[src/pkg/bit_exec_defs.svh]
// Constant definitions for the bit-set and bit-test-skip execution block
`ifndef BIT_EXEC_DEFS_SVH
`define BIT_EXEC_DEFS_SVH
`define INSTR_W        14
`define ADDR_W         7
`define BITPOS_W       3
`define DATA_W         8
`define OPC_HI         13
`define OPC_LO         10
`define BITPOS_HI      9
`define BITPOS_LO      7
`define ADDR_HI        6
`define ADDR_LO        0
`define OPC_BIT_SET    4'h5
`define OPC_TEST_CLR   4'h6
`define PHASE_DIV      2'h0
`define PHASE_LAST     2'h3
`endif

[src/pkg/bit_exec_pkg.sv]
// Types shared by the bit-set and bit-test-skip execution block
package bit_exec_pkg;
`include "bit_exec_defs.svh"

   // Instruction-cycle phases, Gray coded along the normal order
   typedef enum logic [1:0]
   {
      phase_one   = 2'h0,
      phase_two   = 2'h1,
      phase_three = 2'h3,
      phase_four  = 2'h2
   } phase_t;

   typedef struct packed
   {
      logic                   rd_en;
      logic [`ADDR_W-1:0]     rd_addr;
   } rf_rd_req_t;

   typedef struct packed
   {
      logic                   wr_en;
      logic [`ADDR_W-1:0]     wr_addr;
      logic [`DATA_W-1:0]     wr_data;
   } rf_wr_req_t;

   typedef struct packed
   {
      logic                   is_set;
      logic                   is_test;
      logic [`BITPOS_W-1:0]   bit_pos;
      logic [`ADDR_W-1:0]     reg_addr;
   } decoded_t;
endpackage : bit_exec_pkg

[src/design/phase_seq.sv]
// Four-phase instruction cycle sequencer
`timescale 1ns/10ps
`include "bit_exec_defs.svh"
module phase_seq
   import bit_exec_pkg::*;
(
   input  wire logic            clk_i,
   input  wire logic            rst_b_i,
   output bit_exec_pkg::phase_t phase_o,
   output logic                 cycle_end_o
);
   import bit_exec_pkg::*;

   phase_t next_phase;

   always_comb
   begin
      unique case (phase_o)
         phase_one:   next_phase = phase_two;
         phase_two:   next_phase = phase_three;
         phase_three: next_phase = phase_four;
         phase_four:  next_phase = phase_one;
      endcase
   end

   always_ff @(posedge clk_i or negedge rst_b_i)
   begin
      if (!rst_b_i)
         phase_o <= phase_one;
      else
         phase_o <= next_phase;
   end

   assign cycle_end_o = (phase_o == phase_four);
endmodule : phase_seq

[src/design/instr_decode.sv]
// Operand and opcode decoder for the two bit instructions
`timescale 1ns/10ps
`include "bit_exec_defs.svh"
module instr_decode
   import bit_exec_pkg::*;
(
   input  wire logic [`INSTR_W-1:0] instr_i,
   output bit_exec_pkg::decoded_t   dec_o
);
   import bit_exec_pkg::*;

   wire logic [`OPC_HI-`OPC_LO:0] opc = instr_i[`OPC_HI:`OPC_LO];

   assign dec_o.is_set   = (opc == `OPC_BIT_SET);
   assign dec_o.is_test  = (opc == `OPC_TEST_CLR);
   assign dec_o.bit_pos  = instr_i[`BITPOS_HI:`BITPOS_LO];
   assign dec_o.reg_addr = instr_i[`ADDR_HI:`ADDR_LO];
endmodule : instr_decode

[src/design/bit_set_and_test_skip_exec.sv]
// Execution sequencer for the bit-set and bit-test-skip-if-clear instructions
//
// Behaviour
// - Bit set forces one bit, flags untouched
// - Register address seven bits, bit position three
// - Bit set decoded from opcode 01 01
// - Bit set: one cycle, decode read modify write
// - Bit test decoded from opcode 01 10
// - Tested bit one: next instruction runs normally
// - Tested bit zero: next instruction becomes no-operation
// - Test takes one cycle, two when skipping
// - Test reads and evaluates, never writes
// - Skipped cycle: no read, modify or write
`timescale 1ns/10ps
`include "bit_exec_defs.svh"
module bit_set_and_test_skip_exec
   import bit_exec_pkg::*;
(
   input  wire logic                 clk_i,
   input  wire logic                 rst_b_i,
   input  wire logic [`INSTR_W-1:0]  instr_i,
   input  wire logic [`DATA_W-1:0]   rd_data_i,
   output bit_exec_pkg::rf_rd_req_t  rd_req_o,
   output bit_exec_pkg::rf_wr_req_t  wr_req_o,
   output bit_exec_pkg::phase_t      phase_o,
   output logic                      flush_o,
   output logic                      pc_inc_o,
   output logic                      nop_cycle_o
);
   import bit_exec_pkg::*;

   // ************************************************************
   // Phase sequencing and decode
   // ************************************************************
   phase_t    phase;
   logic      cycle_end;
   decoded_t  dec;
   decoded_t  cur;
   logic      squash;
   logic [`DATA_W-1:0] rd_value;
   logic      skip_pending;

   phase_seq u_phase_seq
   (
      .clk_i       (clk_i),
      .rst_b_i     (rst_b_i),
      .phase_o     (phase),
      .cycle_end_o (cycle_end)
   );

   instr_decode u_instr_decode
   (
      .instr_i (instr_i),
      .dec_o   (dec)
   );

   // The instruction word is latched in phase one; a squashed cycle latches a cleared decode
   wire logic take_instr = (phase == phase_one);
   wire logic next_squash_start = take_instr ? skip_pending : squash;

   always_ff @(posedge clk_i or negedge rst_b_i)
   begin
      if (!rst_b_i)
      begin
         cur    <= '0;
         squash <= 1'b0;
      end
      else if (take_instr)
      begin
         squash <= skip_pending;
         cur    <= skip_pending ? decoded_t'('0) : dec;
      end
   end

   // ************************************************************
   // Read, modify, write
   // ************************************************************
   wire logic read_now = (phase == phase_two) && (cur.is_set || cur.is_test) && !squash;
   wire logic [`DATA_W-1:0] bit_mask = `DATA_W'(1) << cur.bit_pos;
   wire logic [`DATA_W-1:0] set_value = rd_value | bit_mask;
   // Read data settles only at the phase_three edge, so the bit is tested in phase_four
   wire logic tested_bit = |(rd_value & bit_mask);
   wire logic eval_skip = (phase == phase_four) && cur.is_test && !squash && !tested_bit;
   wire rf_rd_req_t next_rd_req = {read_now, cur.reg_addr};
   wire rf_wr_req_t next_wr_req = {write_now, cur.reg_addr, set_value};
   wire logic write_now = (phase == phase_four) && cur.is_set && !squash;

   always_ff @(posedge clk_i or negedge rst_b_i)
   begin
      if (!rst_b_i)
         rd_value <= '0;
      else if (phase == phase_three)
         rd_value <= rd_data_i;
   end

   // Skip decision held until the next fetch boundary, then consumed
   always_ff @(posedge clk_i or negedge rst_b_i)
   begin
      if (!rst_b_i)
         skip_pending <= 1'b0;
      else if (eval_skip)
         skip_pending <= 1'b1;
      else if (take_instr)
         skip_pending <= 1'b0;
   end

   // ************************************************************
   // Registered outputs
   // ************************************************************
   // One flop per port keeps every output glitch-free for the core
   always_ff @(posedge clk_i or negedge rst_b_i)
   begin
      if (!rst_b_i)
         phase_o <= phase_one;
      else
         phase_o <= phase;
   end

   always_ff @(posedge clk_i or negedge rst_b_i)
   begin
      if (!rst_b_i)
         rd_req_o <= '0;
      else
         rd_req_o <= next_rd_req;
   end

   always_ff @(posedge clk_i or negedge rst_b_i)
   begin
      if (!rst_b_i)
         wr_req_o <= '0;
      else
         wr_req_o <= next_wr_req;
   end

   always_ff @(posedge clk_i or negedge rst_b_i)
   begin
      if (!rst_b_i)
         flush_o <= 1'b0;
      else
         flush_o <= eval_skip;
   end

   always_ff @(posedge clk_i or negedge rst_b_i)
   begin
      if (!rst_b_i)
         pc_inc_o <= 1'b0;
      else
         pc_inc_o <= cycle_end;
   end

   always_ff @(posedge clk_i or negedge rst_b_i)
   begin
      if (!rst_b_i)
         nop_cycle_o <= 1'b0;
      else
         nop_cycle_o <= next_squash_start;
   end
endmodule : bit_set_and_test_skip_exec

[config.mk]
export PLATFORM = sky130hd
export DESIGN_NAME = bit_set_and_test_skip_exec
export DESIGN_NICKNAME = d
export VERILOG_FILES = /design/src/pkg/bit_exec_pkg.sv /design/src/design/phase_seq.sv /design/src/design/instr_decode.sv /design/src/design/bit_set_and_test_skip_exec.sv
export VERILOG_INCLUDE_DIRS = /design/src /design/src/pkg
export SDC_FILE = /design/constraint.sdc
export NUM_CORES = 1
export LEC_CHECK = 0
export BUFFER_PORTS_ARGS = -buffer_cell sky130_fd_sc_hd__clkbuf_2
export CAP_MARGIN = 20
export CORE_MARGIN = 5
export CORE_UTILIZATION = 50
export DETAILED_ROUTE_END_ITERATION = 10
export PLACE_DENSITY = 0.83
export SLEW_MARGIN = 30
export SYNTH_ARGS = -nofsm -noshare
export SYNTH_HDL_FRONTEND = slang
export SYNTH_SLANG_ARGS = --single-unit
export TNS_END_PERCENT = 30
[constraint.sdc]
create_clock -name clk_i -period 1.6 [get_ports clk_i]
set_input_delay 0.08 -clock clk_i [delete_from_list [all_inputs] [get_ports clk_i]]
set_output_delay 0.08 -clock clk_i [all_outputs]
set_load 0.02 [all_outputs]
==> results.py, run 1 <==
metrics = {
    "grt": {
        "grt_overflow_total": 0,
        "grt.total_usage_pct": 15.9,
        "antenna_found_initial": 0,
        "grt_pass1_wl_um": 6150,
        "grt_max_degree": 46,
        "grt_pass1_vias": 1325,
    },
    "cells_and_area": {
        "diodes": 0,
        "final_net_count": 228,
        "fin_area_um2": 2300,
        "drive_gt1_share_pct": 40.5,
        "fillers": 251,
        "layout_commonest_cell": "clkbuf_2",
        "syn2layout_area_growth_pct": 29.2,
        "final_cell_mix": "clkbuf_2 (52), dfrtp_1 (44), dlygate4sd3_1 (21), nand2_1 (12)",
    },
    "floorplanning": {
        "boundaryPins": 53,
        "start_util_pct": 52.6,
        "die-area_um2": 4860,
        "die_x_um": 69.7,
        "core_um2": 3390,
        "rows": 21,
        "die_y_um": 69.7,
    },
    "power": {
        "leakagePower_uw": 0.00117,
        "vdd.ir_drop.worst_uv": 582,
        "power_density_nw_per_um2": 898,
        "total_power_uw": 2070,
    },
    "detailed_routing": {
        "wirelength_um": 3530,
        "drc": 0,
        "vias_per_cell": 4.92,
        "dr_total_vias": 1236,
        "drt-met1-wl_um": 1350,
        "wl_met2_um": 1810,
        "wl_per_cell_um": 14.1,
        "drt_first_pass_iters": 4,
        "top_layer_used": "met4",
        "dr_wl_met3_um": 258,
        "drt-initial-drc-count": 50,
        "ant_nets": 0,
    },
    "place": {
        "dpl_cell_area_um2": 2020,
        "hpwlAfterDp_um": 2480,
        "place_congestion": 0.808,
        "io_buffers": 52,
    },
    "clock_tree": {
        "post-cts-setup-buffer-count": 0,
        "clockRootBuffer": "clkbuf_4",
        "cts_buffer_depth": 2,
        "numCtsBuffers": 5,
        "numClockSinks": 45,
        "cts_tree": "yes",
        "clk_latency_ns": 0.35,
        "clk_pin_slew_ns": 0.12,
        "cts_max_level": 2,
    },
    "critical_path": {
        "rr_worst_depth": 4,
        "endpoint_kind": "flop",
        "worst-setup-path-type": "reg -> reg",
        "r2r-start": "cur[9]",
        "cp_max_fo": 9,
        "cp.arrival_ns": 1.78,
        "required_ns": 1.90,
        "ff2ff_setup_slack_ns": 0.12,
        "regToRegEndpoint": "skip_pending",
        "worstSetupStartpointType": "flop",
    },
    "min_path": {
        "min_from": "instr_i[13]",
        "hold_path_depth": 3,
        "min_path_type": "in -> reg",
        "whs_endpoint": "cur[11]",
    },
    "logic_synthesis": {
        "synth_seq_cells": 45,
        "yosys.cell_types.count": 30,
        "synth_edf_count": 0,
        "netlist_area_um2": 1780,
        "syn-mean-instance-area_um2": 13.2,
        "synth-main-ff-cell": "dfrtp_1",
        "ys_warn_count": 0,
        "async_reset_ff_share_pct": 100,
        "syn_nets": 159,
        "synthCells": 135,
        "ys_seq_area_share_pct": 63.1,
    },
    "timing": {
        "hold_viol": 0,
        "fin_skew_ns": 0.00419,
        "fmax_ghz": 0.677,
        "fin_crit_sh_pct": 92.3,
        "relSlewSlack_pct": 64.8,
        "period_minus_slack_ns": 1.48,
        "rsz0062_at_grt": "no",
        "slew_violations": 0,
        "hold_ws_ns": 0.147,
        "setup_violations": 0,
        "worst-slew-pin-transition_ns": 0.529,
        "tns_ns": 0,
    },
    "status": {
        "status": "finished clean",
    },
    "flow_run": {
        "cap_violations": 0,
    },
}
-- where the power goes --
group	total [µW]	internal, µW	switching [µW]
combinational	252	120	132
sequential	1220	1190	35.7
clock	593	255	338
total	2070	1560	506
-- synthesized netlist by cell type, types with 2 or more instances --
cell type	n	area, µm²
inv_1	5	18.8
buf_6	3	33.8
a32o_1	2	20.0
o21ai_0	10	50.1
a21o_1	4	30.0
mux2i_1	2	20.0
a31o_2	2	17.5
nand2_1	12	45.0
mux2_2	9	101
o21bai_1	2	15.0
buf_4	8	60.1
or2_2	2	12.5
nand2b_1	10	62.6
clkbuf_1	4	15.0
dfrtp_1	45	1130
-- per-layer routing --
metal	global-route usage, %	vias to the layer above
li1	-	583
met4	7.87	0
met1	17.4	597
met2	26.8	41
met5	0	-
met3	6.38	15
-- registers in the layout, summed over array words and instances, names as in the netlist --
signal / cells
u_phase_seq.phase_o: 2
nop_cycle_o: 1
flush_o: 1
rd_req_o: 8
pc_inc_o: 1
cur: 12
rd_value: 8
phase_o: 2
skip_pending: 1
wr_req_o: 9
-- logic make-up (layout without fill, tap and decap cells) --
logic type,count (synthesis),count (layout),share of synthesized area (%)
AND/OR/NAND/NOR,34,34,11.4
flip-flops,45,45,63.1
AO/OA/AOI/OAI,25,25,11.6
multiplexers,11,11,6.80
buffers and inverters,20,90,7.15
-- cell type report --
cell class	instances	area [µm²]	area share, %
inverter	5	18.8	0.814
multi-input combinational	70	531	23.0
tap	46	57.6	2.50
sequential	45	1130	48.9
timing repair buffer	77	500	21.7
clock buffer	7	65.1	2.82
clock inverter	1	5.00	0.217
-- critical path: stages, from the launching register on --
cell and delay, ns:
dfrtp_1 0.50, and2b_2 0.26, o2bb2ai_1 0.16, a2111oi_4 0.38, a21o_1 0.12
-- per-stage QoR --
stage | utilization, % | worst slack [ns] | std cells
after CTS | 68.0 | 0.0497 | 251
after global placement | 59.7 | 0.161 | 222
after detailed placement | 59.7 | 0.0956 | 222
final | 68.0 | 0.123 | 251
after floorplan | - | 0.230 | 135
after global routing | 68.0 | 0.0520 | 251
-- how the worst max path moves through the flow --
| stage | startpoint | to | slack, ns | cells past startpoint |
|---|---|---|---|---|
| after floorplan | cur[7] | skip_pending | 0.23 | 5 |
| after global placement | cur[7] | skip_pending | 0.16 | 4 |
| after detailed placement | cur[7] | skip_pending | 0.1 | 4 |
| after CTS | cur[7] | skip_pending | 0.05 | 4 |
| after global routing | cur[7] | skip_pending | 0.05 | 4 |
| final | cur[9] | skip_pending | 0.12 | 4 |
-- what timing repair did --
action,in CTS,in global routing
resized for setup,0,1
endpoints found under the setup margin,0,1
hold buffers,21,0
endpoints found under the hold margin,65,0
(Power assumes the default switching activity.)
==> run 2: changes to the inputs <==
--- a/config.mk
+++ b/config.mk
@@ -8,6 +8,7 @@
 export LEC_CHECK = 0
 export BUFFER_PORTS_ARGS = -buffer_cell sky130_fd_sc_hd__clkbuf_2
 export CAP_MARGIN = 20
+export CORE_ASPECT_RATIO = 0.6
 export CORE_MARGIN = 5
 export CORE_UTILIZATION = 50
 export DETAILED_ROUTE_END_ITERATION = 10
==> results.py, run 2 (synthesis gave the netlist of run 1 again) <==
metrics = {
    "clock_tree": {
        "clk_pin_slew_ns": 0.08,
        "numClockSinks": 45,
        "clockRootBuffer": "clkbuf_8",
        "numCtsBuffers": 5,
        "cts_max_level": 2,
        "cts_buffer_depth": 2,
        "clk_latency_ns": 0.29,
        "cts_tree": "yes",
    },
    "place": {
        "dpl_cell_area_um2": 2030,
        "hpwlAfterDp_um": 2570,
        "place_congestion": 0.861,
        "io_buffers": 52,
    },
    "floorplanning": {
        "rows": 16,
        "core_um2": 3340,
        "boundaryPins": 53,
        "die_y_um": 56.3,
        "die-area_um2": 4900,
        "start_util_pct": 53.4,
        "die_x_um": 87.1,
    },
    "cells_and_area": {
        "largest_register_ffs": 12,
        "final_net_count": 209,
        "top_regs": "cur (12), wr_req_o (9)",
        "fin_area_um2": 2120,
        "top_register": "cur",
        "diodes": 0,
        "final_cell_mix": "clkbuf_2 (52), dfrtp_1 (44), nand2_1 (12), nand2b_1 (10), o21ai_0 (10)",
        "final_core_util_pct": 63.4,
        "drive_gt1_share_pct": 43.5,
        "layout_commonest_cell": "clkbuf_2",
        "syn2layout_area_growth_pct": 18.9,
    },
    "grt": {
        "grt_pass1_wl_um": 5620,
        "grt_max_degree": 23,
        "grt.total_usage_pct": 15.0,
        "grt_overflow_total": 0,
        "grt_pass1_vias": 1195,
        "antenna_found_initial": 0,
    },
    "timing": {
        "worst-slew-pin-transition_ns": 0.420,
        "period_minus_slack_ns": 1.48,
        "hold_viol": 0,
        "relSlewSlack_pct": 72.0,
        "setup_violations": 0,
        "fin_skew_ns": 0.00346,
        "rsz0062_at_grt": "no",
        "fmax_ghz": 0.678,
        "fin_crit_sh_pct": 92.2,
        "tns_ns": 0,
        "slew_violations": 0,
    },
    "critical_path": {
        "worst-setup-path-type": "reg -> reg",
        "required_ns": 1.83,
        "cp.arrival_ns": 1.71,
        "worstSetupStartpointType": "flop",
        "r2r-start": "cur[7]",
        "cp_num_buf_inv": 0,
        "cp_max_fo": 11,
        "worst_path_dominant_cell_family": "compound AO/OA/AOI/OAI gates",
        "path_cells": "and2b_2, o2bb2ai_1, a2111oi_4, a21o_1",
        "crit_start": "cur[7]",
        "critPathMaxStageDelay_ns": 0.47,
        "endpoint_kind": "flop",
        "cp_slowest_cell": "dfrtp_2",
    },
    "min_path": {
        "min_from": "rd_data_i[7]",
        "min_path_type": "in -> reg",
    },
    "power": {
        "power_density_nw_per_um2": 984,
        "vdd.ir_drop.worst_uv": 434,
        "leakagePower_uw": 0.00108,
    },
    "flow_run": {
        "cap_violations": 0,
    },
    "status": {
        "status": "finished clean",
    },
    "detailed_routing": {
        "drt-initial-drc-count": 59,
        "dr_total_vias": 1154,
        "vias_per_cell": 5.00,
        "drc": 0,
        "wirelength_um": 3370,
        "ant_nets": 0,
        "wl_per_cell_um": 14.6,
        "drt_first_pass_iters": 4,
    },
}
-- run 2: cell types whose count changed in the layout (fill, tap and decap cells not counted), sizes merged --
cell         previous run  this run
buf                     4         5
clkbuf                 59        60
clkinv                  1         0
dlygate4sd3            21         1
-- run 2: final timing paths --
| path | endpoint | cells after the start | slack, ns |
|---|---|---|---|
| max in group asynchronous | cur[7] | 3 | 0.95 |
| max reg2reg | skip_pending | 4 | 0.12 |
| min reg2reg | rd_req_o[1] | 0 | 0.38 |
| max | skip_pending | 4 | 0.12 |
| min | rd_value[7] | 2 | 0.02 |
| min in group asynchronous | cur[4] | 2 | 0.14 |
-- run 2: where the power goes --
part	switching, µW	internal [µW]	total [µW]
logic	125	90.0	215
clock network	339	310	649
registers	34.5	1190	1220
total	499	1590	2090
-- run 2: worst register-to-register path, stage by stage, from the launching register on --
cell and delay (ns):
dfrtp_2 0.47, and2b_2 0.27, o2bb2ai_1 0.16, a2111oi_4 0.40
a21o_1 0.12
-- run 2: repair_timing --
item / 4_1_cts / 5_1_grt
hold buffers: 1 / 0
buffers inserted: 0 / 0
resized for setup: 0 / 1
setup endpoints to repair: 0 / 1
endpoints found under the hold margin: 45 / 0
-- run 2: area by class of cell --
type | count | area, µm²
fill | 269 | 1220
sequential | 45 | 1130
multi-input combinational | 70 | 531
timing repair buffer | 58 | 308
clock buffer | 8 | 80.1
tap | 45 | 56.3
inverter | 5 | 18.8
-- run 2: routing by layer --
layer | wire length, µm | GRT usage, % | vias to the layer above
li1 | - | - | 545
met1 | 1480 | 19.5 | 564
met2 | 1580 | 22.1 | 37
met3 | 247 | 5.70 | 8
met4 | 74 | 7.44 | 0
met5 | 0 | 0 | -
-- run 2: stage by stage --
step	cells	hold slack [ns]	worst slack, ns	total power [µW]
6_report	231	0.0207	0.125	2090
5_1_grt	231	0.0117	0.0639	2180
4_1_cts	231	0.0148	0.0402	2110
3_5_place_dp	222	-0.0842	0.0629	1460
3_3_place_gp	222	-0.0878	0.158	1450
2_1_floorplan	135	-0.216	0.230	1370
==> run 3: changes to the inputs <==
--- a/config.mk
+++ b/config.mk
@@ -6,6 +6,7 @@
 export SDC_FILE = /design/constraint.sdc
 export NUM_CORES = 1
 export LEC_CHECK = 0
+export ABC_AREA = 0
 export BUFFER_PORTS_ARGS = -buffer_cell sky130_fd_sc_hd__clkbuf_2
 export CAP_MARGIN = 20
 export CORE_ASPECT_RATIO = 0.6
@@ -13,6 +14,7 @@
 export CORE_UTILIZATION = 50
 export DETAILED_ROUTE_END_ITERATION = 10
 export PLACE_DENSITY = 0.83
+export RECOVER_POWER = 50
 export SLEW_MARGIN = 30
 export SYNTH_ARGS = -nofsm -noshare
 export SYNTH_HDL_FRONTEND = slang
==> results.py, run 3 (synthesis gave the netlist of run 1 again) <==
metrics = {
    "detailed_routing": {
        "drt-initial-drc-count": 65,
        "ant_nets": 0,
        "wirelength_um": 3380,
        "drc": 0,
        "vias_per_cell": 5.00,
        "drt_first_pass_iters": 4,
        "dr_total_vias": 1155,
        "wl_per_cell_um": 14.6,
    },
    "flow_run": {
        "cap_violations": 0,
    },
    "critical_path": {
        "cp.arrival_ns": 1.71,
        "path_cells": "and2b_2, o2bb2ai_1, a2111oi_4, a21o_1",
        "cp_num_buf_inv": 0,
        "endpoint_kind": "flop",
        "critPathMaxStageDelay_ns": 0.48,
        "cp_max_fo": 11,
        "worst_path_dominant_cell_family": "compound AO/OA/AOI/OAI gates",
        "worstSetupStartpointType": "flop",
        "cp_slowest_cell": "dfrtp_2",
        "required_ns": 1.83,
        "worst-setup-path-type": "reg -> reg",
    },
    "power": {
        "p_comb_share_pct": 10.2,
        "power_density_nw_per_um2": 985,
        "vdd.ir_drop.worst_uv": 433,
        "pwr-share-seq_pct": 58.7,
        "internal-power_uw": 1590,
        "clkPwrFrac_pct": 31.0,
        "leakagePower_uw": 0.00108,
        "p_sw_uw": 496,
        "switching_share_pct": 23.8,
    },
    "cells_and_area": {
        "largest_register_ffs": 12,
        "top_register": "cur",
        "final_net_count": 209,
        "fillers": 271,
        "layout_commonest_cell": "clkbuf_2",
        "final_cell_mix": "clkbuf_2 (53), dfrtp_1 (44), nand2_1 (12), nand2b_1 (10), o21ai_0 (10)",
        "diodes": 0,
        "top_regs": "cur (12), wr_req_o (9)",
        "final_cell_count_no_fill": 231,
        "drive_gt1_share_pct": 43.0,
        "syn2layout_area_growth_pct": 18.5,
    },
    "floorplanning": {
        "die_x_um": 87.1,
        "core_um2": 3340,
        "rows": 16,
        "die_y_um": 56.3,
        "boundaryPins": 53,
        "start_util_pct": 53.4,
        "die-area_um2": 4900,
    },
    "grt": {
        "grt.total_usage_pct": 15.0,
        "grt_pass1_vias": 1195,
        "grt_pass1_wl_um": 5620,
        "grt_overflow_total": 0,
        "grt_max_degree": 23,
        "antenna_found_initial": 0,
    },
    "clock_tree": {
        "cts_tree": "yes",
        "cts_max_level": 2,
        "clk_pin_slew_ns": 0.08,
        "numClockSinks": 45,
        "post-cts-setup-buffer-count": 0,
        "numCtsBuffers": 5,
        "cts_buffer_depth": 2,
        "clk_latency_ns": 0.29,
        "clockRootBuffer": "clkbuf_8",
    },
    "timing": {
        "rsz0062_at_grt": "no",
        "hold_viol": 0,
        "relSlewSlack_pct": 66.0,
        "fin_crit_sh_pct": 92.4,
        "worst-slew-pin-transition_ns": 0.509,
        "fin_skew_ns": 0.00347,
        "setup_violations": 0,
        "slew_violations": 0,
        "fmax_ghz": 0.676,
        "tns_ns": 0,
        "period_minus_slack_ns": 1.48,
        "layout_setup_ws_ns": 0.121,
    },
    "place": {
        "place_ws_ns": 0.0629,
        "placedCellCount": 222,
        "io_buffers": 52,
        "hpwlAfterDp_um": 2570,
        "place_congestion": 0.861,
    },
    "status": {
        "status": "finished clean",
    },
    "min_path": {
        "min_path_type": "in -> reg",
    },
}
==> run 3: worst paths after layout <==
path                               from  slack [ns]  cells after the start      endpoint
max                              cur[7]        0.12                      4  skip_pending
min                        rd_data_i[7]        0.02                      2   rd_value[7]
max reg2reg                      cur[7]        0.12                      4  skip_pending
min reg2reg                      cur[4]        0.38                      0   rd_req_o[4]
max in group asynchronous       rst_b_i        0.59                      3        cur[7]
min in group asynchronous       rst_b_i        0.19                      2        cur[4]
==> run 3: metrics by stage <==
stage / util [%] / power [µW] / hold slack [ns] / instance area [µm²]
final: 63.2 / 2080 / 0.0206 / 2110
after global placement: 60.7 / 1450 / -0.0878 / 2030
after floorplan: - / 1370 / -0.216 / 1780
after CTS: 63.4 / 2110 / 0.0148 / 2120
after global routing: 63.2 / 2180 / 0.0117 / 2110
after detailed placement: 60.7 / 1460 / -0.0842 / 2030
==> run 3: worst register-to-register path, cell delays in order (launching register included) <==
cell and delay [ns]:
dfrtp_2 0.48, and2b_2 0.27, o2bb2ai_1 0.16, a2111oi_4 0.40, a21o_1 0.12
==> run 3: area by class of cell <==
type	instances	area [µm²]	area share (%)
well taps	45	56.3	2.66
inverters	5	18.8	0.888
flip-flops and latches	45	1130	53.3
multi-input cells	70	531	25.1
repair buffers	58	302	14.3
clock buffers	8	80.1	3.79
==> run 3: timing repair <==
| item | 4_1_cts | 5_1_grt |
|---|---|---|
| resized for setup | 0 | 1 |
| setup endpoints to repair | 0 | 1 |
| hold endpoints to repair | 45 | 0 |
| hold buffers | 1 | 0 |
==> run 3: layer usage <==
metal / part of all wire, % / wire, µm / GRT usage, %
met5: 0 / 0 / 0
met4: 2.2 / 74 / 7.44
met3: 7.4 / 251 / 5.70
met2: 47 / 1580 / 22.1
met1: 43 / 1470 / 19.5
==> run 3: power groups by stage <==
stage / logic (µW) / registers (µW) / clock network [µW]
after detailed placement: 218 / 1240 / 0
after global placement: 211 / 1240 / 0
final: 213 / 1220 / 646
after CTS: 220 / 1220 / 672
after floorplan: 106 / 1260 / 0
after global routing: 236 / 1230 / 710
